--- src/include/ssd_consts.vh ---
`ifndef SSD_CONSTS_VH
`define SSD_CONSTS_VH
// APB register byte offsets
`define SSD_OFF_CTRL    12'h000
`define SSD_OFF_STATUS  12'h004
`define SSD_OFF_IRQST   12'h008
`define SSD_OFF_IRQMSK  12'h00C
// Control register fields
`define SSD_CTRL_ACT    0
`define SSD_CTRL_LIMIT  1
`define SSD_CTRL_FLT_LO 2
`define SSD_CTRL_FLT_HI 4
`define SSD_CTRL_TEST   5
// Interrupt status bits
`define SSD_IRQ_FAULT   0
`define SSD_IRQ_FAIL    1
`define SSD_IRQ_ACTCHG  2
// Reset values
`define SSD_CTRL_RST    32'h0000_0020
`define SSD_IRQMSK_RST  4'h0
// Timing: 250 MHz clock, 4 ns
`define SSD_CLK_HZ      250000000
`define SSD_MS_CYC      (`SSD_CLK_HZ / 1000)
`define SSD_ANALYSIS_MS 1000
`define SSD_DIAG_S      10
`define SSD_WARN_S      60
`define SSD_BLINK_HZ    2
`define SSD_PULSE_US    250
`define SSD_PULSE_CYC   ((`SSD_CLK_HZ / 1000000) * `SSD_PULSE_US)
`define SSD_TEST_MS     100
`endif

--- src/verilog/ssd_sensor_fsm.v ---
`timescale 1ns/1ps
`include "ssd_consts.vh"

module ssd_sensor_fsm #(
  parameter MS_CYC    = `SSD_MS_CYC,
  parameter ANALYSIS  = `SSD_ANALYSIS_MS,
  parameter DIAG_MS   = `SSD_DIAG_S * 1000,
  parameter WARN_MS   = `SSD_WARN_S * 1000,
  parameter TEST_MS   = `SSD_TEST_MS,
  parameter PULSE_CYC = `SSD_PULSE_CYC
) (
  // Clock and reset
  input  wire        clk,
  input  wire        rst,
  // APB slave
  input  wire        psel,
  input  wire        penable,
  input  wire        pwrite,
  input  wire [11:0] paddr,
  input  wire [31:0] pwdata,
  output wire        pready,
  output reg  [31:0] prdata,
  output wire        pslverr,
  // Indicators
  output reg         ledGreen,
  output reg         ledYellow,
  output reg         ledRed,
  // Outputs
  output reg         diagOut,
  output reg         safety_out_a,
  output reg         safety_out_b,
  // Interrupt
  output wire        irq
);
  // States
  localparam [2:0] ST_IDLE = 3'd0;
  localparam [2:0] ST_ACT  = 3'd1;
  localparam [2:0] ST_WARN = 3'd2;
  localparam [2:0] ST_FAIL = 3'd3;

  reg  [31:0] ctrl_q;          // Control register
  reg  [3:0]  irqSt_q;         // Sticky events
  reg  [3:0]  irqMsk_q;        // Interrupt mask
  reg  [2:0]  state_q;         // Sequencer state
  reg  [2:0]  state_d;         // Next state
  reg  [17:0] msCnt_q;         // Millisecond prescaler
  reg  [16:0] faultMs_q;       // Time since fault
  reg  [7:0]  blinkMs_q;       // 250 ms half-period
  reg         blink_q;         // 2 Hz square wave
  reg  [6:0]  testMs_q;        // Self-test interval
  reg  [15:0] pulseCnt_q;      // Off-pulse length
  reg         actPrev_q;       // Actuator level delay
  reg         faultPrev_q;     // Fault level delay
  wire        msTick;          // 1 ms enable
  wire        halfTick;        // 250 ms enable
  wire        actuated;        // Actuator present
  wire        limitRng;        // Limit range
  wire [2:0]  faultCode;       // 0 none, else 1..7
  wire        faultOn;         // Fault present
  wire        analysisDone;    // Steady red over
  wire        diagDone;        // Diagnostic delay over
  wire        warnDone;        // Warning over
  wire        flashOn;         // Red flash lamp
  wire        apbWr;           // Write strobe
  wire        apbRd;           // Read strobe
  wire        addrOk;          // Mapped address
  wire [31:0] pulseLen;        // Off-pulse load, full width

  // Ms count compare, shared
  function reached;
    input [16:0] cnt;
    input [31:0] lim;
    begin
      reached = ({15'h0000, cnt} >= lim);
    end
  endfunction

  assign actuated  = ctrl_q[`SSD_CTRL_ACT];
  assign limitRng  = ctrl_q[`SSD_CTRL_LIMIT];
  assign faultCode = ctrl_q[`SSD_CTRL_FLT_HI:`SSD_CTRL_FLT_LO];
  assign faultOn   = (faultCode != 3'd0);

  // APB: zero-wait, slverr on unmapped
  assign pready  = 1'b1;
  assign apbWr   = psel & penable & pwrite;
  assign apbRd   = psel & penable & ~pwrite;
  assign addrOk  = (paddr == `SSD_OFF_CTRL) ||
                   (paddr == `SSD_OFF_STATUS) ||
                   (paddr == `SSD_OFF_IRQST) ||
                   (paddr == `SSD_OFF_IRQMSK);
  assign pslverr = psel & penable & ~addrOk;
  assign irq     = |(irqSt_q & irqMsk_q);

  // Register writes
  always @(posedge clk) begin
    if (rst) begin
      ctrl_q   <= `SSD_CTRL_RST;
      irqMsk_q <= `SSD_IRQMSK_RST;
    end else if (apbWr) begin
      if (paddr == `SSD_OFF_CTRL) begin
        ctrl_q <= {26'h000_0000, pwdata[5:0]};
      end
      if (paddr == `SSD_OFF_IRQMSK) begin
        irqMsk_q <= pwdata[3:0];
      end
    end
  end

  // Read data mux, registered
  // Loaded in setup so data stands settled through access
  always @(posedge clk) begin
    if (rst) begin
      prdata <= 32'h0000_0000;
    end else if (psel && !penable && !pwrite) begin
      case (paddr)
        `SSD_OFF_CTRL:   prdata <= ctrl_q;
        `SSD_OFF_STATUS: prdata <= {21'h00_0000, diagOut, safety_out_b,
                                    safety_out_a, ledRed, ledYellow,
                                    ledGreen, flashOn, 1'b0, state_q};
        `SSD_OFF_IRQST:  prdata <= {28'h000_0000, irqSt_q};
        `SSD_OFF_IRQMSK: prdata <= {28'h000_0000, irqMsk_q};
        default:         prdata <= 32'h0000_0000;
      endcase
    end
  end

  // Sticky events: set beats read-clear
  // A read clears only the bits it reported, so an event that lands
  // between setup and access is kept for the next read
  always @(posedge clk) begin
    if (rst) begin
      irqSt_q     <= 4'h0;
      actPrev_q   <= 1'b0;
      faultPrev_q <= 1'b0;
    end else begin
      actPrev_q   <= actuated;
      faultPrev_q <= faultOn;
      irqSt_q     <= (apbRd && paddr == `SSD_OFF_IRQST) ?
                     (irqSt_q & ~prdata[3:0]) : irqSt_q;
      // Fault start is an edge, so a read does not re-arm it
      if (faultOn && !faultPrev_q) begin
        irqSt_q[`SSD_IRQ_FAULT] <= 1'b1;
      end
      if (state_d == ST_FAIL && state_q != ST_FAIL) begin
        irqSt_q[`SSD_IRQ_FAIL] <= 1'b1;
      end
      if (actuated != actPrev_q) begin
        irqSt_q[`SSD_IRQ_ACTCHG] <= 1'b1;
      end
    end
  end

  // Millisecond and blink dividers
  // Free-running, so blink phase is independent of state entry
  assign msTick   = (msCnt_q == MS_CYC - 1);
  assign halfTick = msTick && (blinkMs_q == 8'd249);
  always @(posedge clk) begin
    if (rst) begin
      msCnt_q   <= 18'h0_0000;
      blinkMs_q <= 8'h00;
      blink_q   <= 1'b0;
    end else begin
      msCnt_q <= msTick ? 18'h0_0000 : msCnt_q + 18'h0_0001;
      if (msTick) begin
        blinkMs_q <= halfTick ? 8'h00 : blinkMs_q + 8'h01;
      end
      if (halfTick) begin
        blink_q <= ~blink_q;
      end
    end
  end

  // Fault age in ms, saturating
  // Held at zero without a fault, so each fault restarts timing
  assign analysisDone = reached(faultMs_q, ANALYSIS);
  assign diagDone     = reached(faultMs_q, DIAG_MS);
  assign warnDone     = reached(faultMs_q, WARN_MS);
  always @(posedge clk) begin
    if (rst || !faultOn) begin
      faultMs_q <= 17'h0_0000;
    end else if (msTick && !warnDone) begin
      faultMs_q <= faultMs_q + 17'h0_0001;
    end
  end

  // Sequencer next state
  always @* begin
    state_d = state_q;
    case (state_q)
      ST_IDLE: if (actuated) state_d = faultOn ? ST_WARN : ST_ACT;
      ST_ACT: begin
        if (!actuated) state_d = ST_IDLE;
        else if (faultOn) state_d = ST_WARN;
      end
      ST_WARN: begin
        // Guard opened: drop at once, warning or not
        if (!actuated) state_d = ST_IDLE;
        else if (!faultOn) state_d = ST_ACT;
        else if (warnDone) state_d = ST_FAIL;
      end
      // Failure holds until the fault code clears
      ST_FAIL: if (!faultOn) state_d = ST_IDLE;
      default: state_d = ST_IDLE;
    endcase
  end

  // State register
  always @(posedge clk) begin
    if (rst) begin
      state_q <= ST_IDLE;
    end else begin
      state_q <= state_d;
    end
  end

  // Full-width copy of the pulse length, cut on purpose below
  assign pulseLen = PULSE_CYC;

  // Self-test pulse scheduler
  always @(posedge clk) begin
    if (rst || !ctrl_q[`SSD_CTRL_TEST]) begin
      testMs_q   <= 7'h00;
      pulseCnt_q <= 16'h0000;
    end else begin
      if (msTick) begin
        testMs_q <= (testMs_q == TEST_MS - 1) ? 7'h00 : testMs_q + 7'h01;
      end
      if (msTick && testMs_q == TEST_MS - 1) begin
        pulseCnt_q <= pulseLen[15:0];
      end else if (pulseCnt_q != 16'h0000) begin
        pulseCnt_q <= pulseCnt_q - 16'h0001;
      end
    end
  end

  // Red flash groups keyed by fault code
  ssd_flash_gen #(
    .CNT_W (3)
  ) uFlash (
    .clk     (clk),
    .rst     (rst),
    .tick    (halfTick),
    .enable  (faultOn && analysisDone),
    .code    (faultCode),
    .flashOn (flashOn)
  );

  // Output registers
  // Driven from the next state: pins follow inputs by one edge
  always @(posedge clk) begin
    if (rst) begin
      ledGreen     <= 1'b1;
      ledYellow    <= 1'b0;
      ledRed       <= 1'b0;
      diagOut      <= 1'b0;
      safety_out_a <= 1'b0;
      safety_out_b <= 1'b0;
    end else begin
      case (state_d)
        ST_ACT: begin
          ledGreen  <= 1'b0;
          ledYellow <= limitRng ? blink_q : 1'b1;
          ledRed    <= 1'b0;
          diagOut   <= limitRng ? blink_q : 1'b1;
          safety_out_a <= (pulseCnt_q == 16'h0000);
          safety_out_b <= (pulseCnt_q == 16'h0000);
        end
        ST_WARN: begin
          ledGreen  <= 1'b0;
          ledYellow <= 1'b0;
          ledRed    <= analysisDone ? flashOn : 1'b1;
          diagOut   <= !diagDone;
          safety_out_a <= (pulseCnt_q == 16'h0000);
          safety_out_b <= (pulseCnt_q == 16'h0000);
        end
        ST_FAIL: begin
          ledGreen     <= 1'b0;
          ledYellow    <= 1'b0;
          ledRed       <= 1'b1;
          diagOut      <= 1'b0;
          safety_out_a <= 1'b0;
          safety_out_b <= 1'b0;
        end
        default: begin
          ledGreen     <= 1'b1;
          ledYellow    <= 1'b0;
          ledRed       <= 1'b0;
          diagOut      <= 1'b0;
          safety_out_a <= 1'b0;
          safety_out_b <= 1'b0;
        end
      endcase
    end
  end
endmodule

--- src/verilog/ssd_flash_gen.v ---
`timescale 1ns/1ps
// Red flash group generator driven by a tick enable
module ssd_flash_gen #(
  parameter CNT_W = 3
) (
  // Clock and reset
  input  wire             clk,
  input  wire             rst,
  // Tick and code
  input  wire             tick,
  input  wire             enable,
  input  wire [CNT_W-1:0] code,
  // Lamp
  output reg              flashOn
);
  localparam [3:0] PAUSE = 4'd6;  // Dark ticks between groups
  reg [CNT_W-1:0] flashCnt_q;    // Flashes done in group
  reg [3:0]       pauseCnt_q;    // Dark pause countdown
  reg             phase_q;       // Half-period phase

  // Flash sequence: on/off per tick, then long pause
  always @(posedge clk) begin
    if (rst || !enable) begin
      flashCnt_q <= {CNT_W{1'b0}};
      pauseCnt_q <= PAUSE;
      phase_q    <= 1'b0;
      flashOn    <= 1'b0;
    end else if (tick) begin
      if (pauseCnt_q != 4'd0) begin
        // Long dark gap
        pauseCnt_q <= pauseCnt_q - 4'd1;
        flashOn    <= 1'b0;
      end else if (!phase_q) begin
        flashOn <= 1'b1;
        phase_q <= 1'b1;
      end else begin
        flashOn <= 1'b0;
        phase_q <= 1'b0;
        if (flashCnt_q + 1'b1 >= code) begin
          flashCnt_q <= {CNT_W{1'b0}};
          pauseCnt_q <= PAUSE;
        end else begin
          flashCnt_q <= flashCnt_q + 1'b1;
        end
      end
    end
  end
endmodule

--- config.mk ---
export PLATFORM = sky130hd
export DESIGN_NAME = ssd_sensor_fsm
export DESIGN_NICKNAME = d
export VERILOG_FILES = /design/src/verilog/ssd_sensor_fsm.v /design/src/verilog/ssd_flash_gen.v
export VERILOG_INCLUDE_DIRS = /design/src /design/src/include
export SDC_FILE = /design/constraint.sdc
export NUM_CORES = 1
export LEC_CHECK = 0
export ABC_AREA = 1
export CORE_ASPECT_RATIO = 1.75
export CORE_MARGIN = 4
export CORE_UTILIZATION = 47
export DETAILED_ROUTE_END_ITERATION = 16
export DONT_BUFFER_PORTS = 1
export PLACE_DENSITY = 0.65
export SLEW_MARGIN = 10
export SYNTH_ARGS = -nofsm -noshare
export SYNTH_HDL_FRONTEND = slang
export SYNTH_SLANG_ARGS = --single-unit
export TNS_END_PERCENT = 10
--- constraint.sdc ---
create_clock -name clk -period 4.5 [get_ports clk]
set_clock_uncertainty 0.15 [all_clocks]
set_input_delay 0.45 -clock clk [delete_from_list [all_inputs] [get_ports clk]]
set_output_delay 0.45 -clock clk [all_outputs]
set_load 0.02 [all_outputs]
==> results.md, run 1 <==
* Yosys warning total at 0
* Post-CTS Setup Bufs at 0
* P_leak at 2.484 nW
* Synthesized cell area at 0.006087 mm2
* Placed Instances at 1032
* GRT Total Usage at 0.1905
* I/O pin count at 90
* Post-route DRC at 0
* Total gr overflow at 0
* Clock-pin transition on the worst setup and hold timing paths at 70 ps
* RSZ-0062 raised after global routing: no
* Post-synthesis sequential area ratio at 0.3618
* VDD IR-drop max at 0.1777 mV
* Post-synthesis cell type count at 41
* Dpl hpwl at 10270 um
* Initial antenna violation count at 0
* R2R cell count at 10
* Startpoint Class: primary input
* Deepest clock path buffer count at 2
* Yosys top cell by area: dfxtp_1
* Met1 Resource Use GR at 0.1991
* First-pass GRT wire length at 22890 um
* Critical Path Sink Type: output port
* Chip Height at 158.5 um
* Total Routed Length at 13660 um
* Post_cts resized at 0
* Gr busiest metal: met2
* Slew headroom at 0.3574
* Outcome: finished, final reports clean
* RePlAce Congestion at 0.8729
* Synth async-reset ratio at 0
* Drt wl/cell at 13.00 um
* Crit path DAT at 1780 ps
* Total number of vias at 5347
* Synth Flop Type: dfxtp_1
* Reg2reg setup slack at 2230 ps
* Vias/cell at 5.088
* Setup-failing EPs final at 0
* CTS Buf Count at 9
* # diodes at 0
* Pwr/cell area at 375.2 mW/mm2
* Max_cap viols at 0
* Met3 usage at 0.03026
* Die Wd at 94.03 um
* Synth area leaders: dfxtp_1 36%, nand2_1 12%, nor2_1 6.5%
* Number of global-route vias before repair at 5033
* Reg-to-reg endpoint: testMs_q[2]$_SDFFE_PP0P_
* H-tree lvl count at 3
* Layout cells sized above 1 at 0.07135
* Worst Tran Pin Value at 962.9 ps
* Final non-filler cell total at 1051
* Kind of critical path: in -> out
* Initial Utilization at 0.4844
* Floorplan Core Area at 0.01257 mm2
* Core Rows at 54
* Mapped Avg Cell Area at 6.909 um2
* Post-DRT Antenna Nets at 0
* Pins over their slew limit at 0
* Worst path slowest cell: nor2_2
* Synthesized flop and latch total at 110
* Area Overhead vs Synth at 5.468%
* Die Footprint at 0.01491 mm2
* Max incr delay on CP at 750 ps
* CP endpoint: pslverr
* IO buf count at 0
* Final period util at 0.5289
* Filler cell count at 1319
* Cell with the most instances after synthesis: nand2_1
* Critical path origin: paddr[11]
* Critical path depth in cells at 4
* Worst-path fanout max at 26
* Worst path cell trace: nor2_1 -> nand2_1 -> nor2_2 -> a31oi_1
* Top cell type's share of synthesized area at 0.3618
* # hold bufs at CTS at 2
* Post-synthesis instance total at 881
* Delay-heaviest family, CP: simple AND/OR/NAND/NOR gates
* Clk_lat worst skew at 360 ps
* Minimum clock period at 2380 ps
* Count of nets after finishing at 939
* Grt met2 use at 0.3768
* Most frequent cells after synthesis: 190 x nand2_1, 110 x dfxtp_1, 106 x nor2_1, 101 x inv_1, 69 x a21oi_1
* CTS Root Cell: clkbuf_16
* DR pass1 iterations at 4
* Fmax at 420.1 MHz
* Worst Path Required at 3900 ps
* Hold Vio Cnt, Final at 0
* CTS sink cnt at 110
* RR Startpoint: msCnt_q[0]$_SDFF_PP0_
* Final setup TNS at 0 ps
* TritonCTS clock tree: built
* WP buf/inv at 0
* Class of the worst hold path: in -> reg
* Pin count of the biggest net entering global routing at 27
* Detailed router's first-iteration violation count at 186
* Post-synth EDFFs at 0
final cells by class:
type	instances	area, um2	area share
repair buffers	4	37.54	0.005847
multi-input cells	644	3278	0.5106
inverters	109	410.4	0.06393
clock inverters	7	56.30	0.008770
well taps	168	210.2	0.03274
clock buffers	9	225.2	0.03508
flip-flops and latches	110	2202	0.3430
where the power goes:
group | leakage, nW | switching [mW] | internal [mW]
clock | 0.136 | 0.388 | 0.384
sequential | 0.890 | 0.0562 | 1.04
combinational | 1.46 | 0.341 | 0.204
layer usage:
layer / up-vias / share of wire
li1: 2799 / -
met1: 2451 / 0.40
met2: 80 / 0.55
met3: 17 / 0.036
met4: 0 / 0.016
met5: - / 0
cells in the final DEF, fill, tap and decap left out, types with 3 or more instances in the layout:
master         count
a21oi_1           69
a21oi_2            4
clkbuf_16          9
clkinv_2           3
conb_1            23
dfxtp_1          110
dlygate4sd3_1      3
ha_1              12
inv_1            101
inv_2              6
nand2_1          190
nand2_2            7
nand3_1           67
nand3_2            3
nand3b_1           5
nand4_1           26
nor2_1           106
nor2_2             6
nor2_4             7
nor3_1            24
nor3_4             4
nor4_1             3
o21a_1             3
o21ai_0           32
o21ai_1            5
or2_2              3
xnor2_1            6
xor2_1            23
sequential cells by signal, indices dropped and copies added (netlist names), 3 cells and up:
signal             cells
uFlash.pauseCnt_q      4
uFlash.flashCnt_q      3
pulseCnt_q            16
blinkMs_q              8
irqMsk_q               4
faultMs_q             17
prdata                10
irqSt_q                4
state_q                3
ctrl_q                 6
msCnt_q               18
testMs_q               7
kinds of logic after synthesis:
group / share of synthesized area
buf+inv: 0.1126
compound gates: 0.1067
other cells: 0.001234
fa+ha+maj: 0.02467
xor+xnor: 0.04173
flops: 0.3618
simple gates: 0.3513
per-stage QoR:
step	worst slack [ps]	area, um2	hold WS (ps)	power, mW	util
detailed placement	1964	6108	249.8	1.653	0.4861
floorplan	2632	6166	243.2	1.575	-
global placement	1931	6108	247.2	1.651	0.4861
CTS	2118	6410	1.422	2.428	0.5101
finish	2120	6420	7.810	2.409	0.5109
global route	1968	6420	0.9283	2.563	0.5109
worst reg2reg max path, delay by kind of cell (launching register included):
family,cells,cell delay (ps)
simple gates,7,1050
flops,1,410
buf+inv,2,330
fa+ha+maj,1,240
worst min-delay path by stage:
stage / from / to / slack, ps / cells past startpoint
6_report: rst / blinkMs_q[5]$_SDFFE_PP0P_ / 8 / 1
5_1_grt: rst / prdata[4]$_SDFFE_PP0P_ / 0.9 / 1
4_1_cts: rst / prdata[0]$_SDFFE_PP0P_ / 1 / 1
3_5_place_dp: faultPrev_q$_SDFF_PP0_ / irqSt_q[0]$_SDFFE_PP0P_ / 250 / 1
3_3_place_gp: faultPrev_q$_SDFF_PP0_ / irqSt_q[0]$_SDFFE_PP0P_ / 250 / 1
2_1_floorplan: faultPrev_q$_SDFF_PP0_ / irqSt_q[0]$_SDFFE_PP0P_ / 240 / 1
(Power assumes the default switching activity.)
==> inputs of run 2 (changes only) <==
==> constraint.sdc (replaced) <==
create_clock -name clk -period 2.2 [get_ports clk]
set_clock_uncertainty 0.15 [all_clocks]
set_input_delay 0.22 -clock clk [delete_from_list [all_inputs] [get_ports clk]]
set_output_delay 0.22 -clock clk [all_outputs]
set_load 0.02 [all_outputs]
==> run 2 against run 1 <==
  * Count of clock-buffer cells in the layout is 1 higher
  * Die area stayed put
  * Critical path type is now in -> reg
  * Via count is 0.19% lower
  * Critical endpoint is now diagOut$_SDFF_PP0_
  * Sequential cell count stayed put
  * First-iteration DRC count is 9.1% higher
  * Largest power group unchanged
  * Sequential power is 110% higher
  * Power is 120% higher
  * Worst hold slack better by 20 ps
  * Wire length is 0.69% lower
  * Combinational power is 110% higher
==> results.md, run 2 (synthesis gave the netlist of run 1 again) <==
* RePlAce Congestion at 0.8691 (was 0.8729)
* Final setup margin at 166.7 ps (was 2120 ps)
* Dpl hpwl at 10440 um (was 10270 um)
* Slew headroom at 0.3625 (was 0.3574)
* Post-CTS Setup Bufs at 0 (unchanged)
* Fmax at 491.8 MHz
* Critical Path Sink Type: flop (was output port)
* Hold path endpoint: ctrl_q[5]$_SDFFE_PP1P_ (was blinkMs_q[5]$_SDFFE_PP0P_)
* Count of nets after finishing at 958 (was 939)
* CTS sink cnt at 110 (unchanged)
* Startpoint Class: primary input (unchanged)
* RSZ-0062 raised after global routing: no (unchanged)
* Pin count of the biggest net entering global routing at 26 (was 27)
* RR Startpoint: uFlash.flashCnt_q[0]$_SDFFE_PP0P_ (was msCnt_q[0]$_SDFF_PP0_)
* Worst Path Required at 2280 ps (was 3900 ps)
* Reg2reg setup slack at 190 ps (was 2230 ps)
* Minimum clock period at 2033 ps
* Hold slack at 27.87 ps (was 7.810 ps)
* Clk_lat worst skew at 340 ps (was 360 ps)
* Met3 WL at 465 um (was 487 um)
* Metal2 WL at 7490 um (was 7476 um)
* P_leak at 2.610 nW (was 2.484 nW)
* Die Wd at 94.03 um (unchanged)
* Hold path cells at 4 (was 1)
* TritonCTS clock tree: built (unchanged)
* Initial Utilization at 0.4844 (unchanged)
* Filler cell count at 1290 (was 1319)
* Max_cap viols at 0 (unchanged)
* Outcome: finished, final reports clean (unchanged)
* Most common cell after layout, fill and taps aside: nand2_1 (unchanged)
* VDD IR-drop max at 0.3515 mV (was 0.1777 mV)
* Crit path DAT at 2110 ps (was 1780 ps)
* Largest regs: msCnt_q x18, faultMs_q x17, pulseCnt_q x16 (unchanged)
* Final setup TNS at 0 ps (unchanged)
* GRT Total Usage at 0.1906 (was 0.1905)
* H-tree lvl count at 3 (unchanged)
* Clock-pin transition on the worst setup and hold timing paths at 70 ps (about the same)
* DP Worst Slack at 134.8 ps (was 1964 ps)
* Class of the worst hold path: in -> reg (unchanged)
* Deepest clock path buffer count at 2 (unchanged)
* Initial antenna violation count at 1 (was 0)
* Floorplan Core Area at 0.01257 mm2 (unchanged)
* Pwr/cell area at 776.1 mW/mm2 (was 375.2 mW/mm2)
* Number of global-route vias before repair at 5286 (was 5033)
* Area Overhead vs Synth at 9.743% (was 5.468%)
* Final period util at 0.9242
* Pins over their slew limit at 0 (unchanged)
* DR pass1 iterations at 5 (was 4)
* Worst Tran Pin Value at 953.1 ps (was 962.9 ps)
* Chip Height at 158.5 um (unchanged)
* First-pass GRT wire length at 23100 um (was 22890 um)
* Top Layer Used: met4 (unchanged)
* Kind of critical path: in -> reg (was in -> out)
* R2R cell count at 10 (unchanged)
* Fin util at 0.5316 (was 0.5109)
* Worst-path fanout max at 21 (was 26)
* Overall Power at 5.184 mW (was 2.409 mW)
* Setup-failing EPs final at 0 (unchanged)
* Reg-to-reg endpoint: uFlash.pauseCnt_q[2]$_SDFFE_PP1P_ (was testMs_q[2]$_SDFFE_PP0P_)
* Wl on met1 at 5299 um (was 5481 um)
* Layout cells sized above 1 at 0.08869 (was 0.07135)
* CTS Root Cell: clkbuf_16 (unchanged)
* Post-route DRC at 0 (unchanged)
* Largest register FFs at 18 (unchanged)
* Top reg by flops: msCnt_q (unchanged)
* CTS Buf Count at 9 (unchanged)
* Die Footprint at 0.01491 mm2 (unchanged)
* I/O pin count at 90 (unchanged)
* Most frequent cells in the layout: 189 x nand2_1, 110 x dfxtp_1, 106 x nor2_1 (was 190 x nand2_1, 110 x dfxtp_1, 106 x nor2_1)
* Drt wl/cell at 12.67 um (was 13.00 um)
* Vias/cell at 4.983 (was 5.088)
* Hold Vio Cnt, Final at 0 (unchanged)
* Hold_sp: pwrite (was rst)
* IO buf count at 0 (unchanged)
* Total gr overflow at 0 (unchanged)
* Total number of vias at 5337 (was 5347)
* Core Rows at 54 (unchanged)
* Total Routed Length at 13570 um (was 13660 um)
* Detailed router's first-iteration violation count at 203 (was 186)
* Post-DRT Antenna Nets at 0 (unchanged)
-- run 2: report_power, final --
group,internal (mW),switching [mW],leakage [nW]
Clock,1.04,0.753,0.163
Combinational,0.447,0.711,1.56
Sequential,2.12,0.116,0.890
Total,3.60,1.58,2.61
-- run 2: worst max-delay path, stage by stage --
cell and delay [ps]:
dlygate4sd3_1 1160, inv_1 270, buf_4 280, nand2_1 90, o21ai_0 80
-- run 2: worst max path at each step --
stage | from | endpoint | slack, ps | cells after the start
5_1_grt | rst | testMs_q[2]$_SDFFE_PP0P_ | 0.6 | 6
3_3_place_gp | uFlash.flashCnt_q[0]$_SDFFE_PP0P_ | uFlash.pauseCnt_q[1]$_SDFFE_PP1P_ | 170 | 10
3_5_place_dp | uFlash.flashCnt_q[0]$_SDFFE_PP0P_ | uFlash.pauseCnt_q[3]$_SDFFE_PP0P_ | 130 | 10
4_1_cts | uFlash.flashCnt_q[0]$_SDFFE_PP0P_ | uFlash.pauseCnt_q[3]$_SDFFE_PP0P_ | 120 | 10
6_report | rst | diagOut$_SDFF_PP0_ | 170 | 5
2_1_floorplan | uFlash.flashCnt_q[0]$_SDFFE_PP0P_ | uFlash.pauseCnt_q[1]$_SDFFE_PP1P_ | 330 | 10
-- run 2: metal layers --
layer / vias to the layer above / track usage
met5: - / 0
met4: 0 / 0.07713
met3: 25 / 0.03262
met2: 92 / 0.3690
met1: 2385 / 0.1987
li1: 2835 / -
-- run 2: area by class of cell --
| cell class | count | area [um2] | share of cell area |
|---|---|---|---|
| flip-flops and latches | 110 | 2202 | 0.3296 |
| well taps | 168 | 210.2 | 0.03147 |
| inverters | 109 | 410.4 | 0.06143 |
| multi-input cells | 644 | 3304 | 0.4947 |
| repair buffers | 23 | 220.2 | 0.03296 |
| clock inverters | 6 | 91.34 | 0.01367 |
| diodes | 1 | 2.502 | 0.0003746 |
| clock buffers | 10 | 239.0 | 0.03577 |
-- run 2: stage by stage --
| step | instances | area [um2] |
|---|---|---|
| finish | 1071 | 6680 |
| global route | 1071 | 6680 |
| CTS | 1070 | 6651 |
| detailed placement | 1045 | 6231 |
| global placement | 1045 | 6231 |
| floorplan | 902 | 6166 |
-- run 2: timing repair --
action                                  CTS  global route
endpoints found under the hold margin    40             0
resized for setup                         0             4
hold buffers                              9             0
endpoints found under the setup margin    0             5
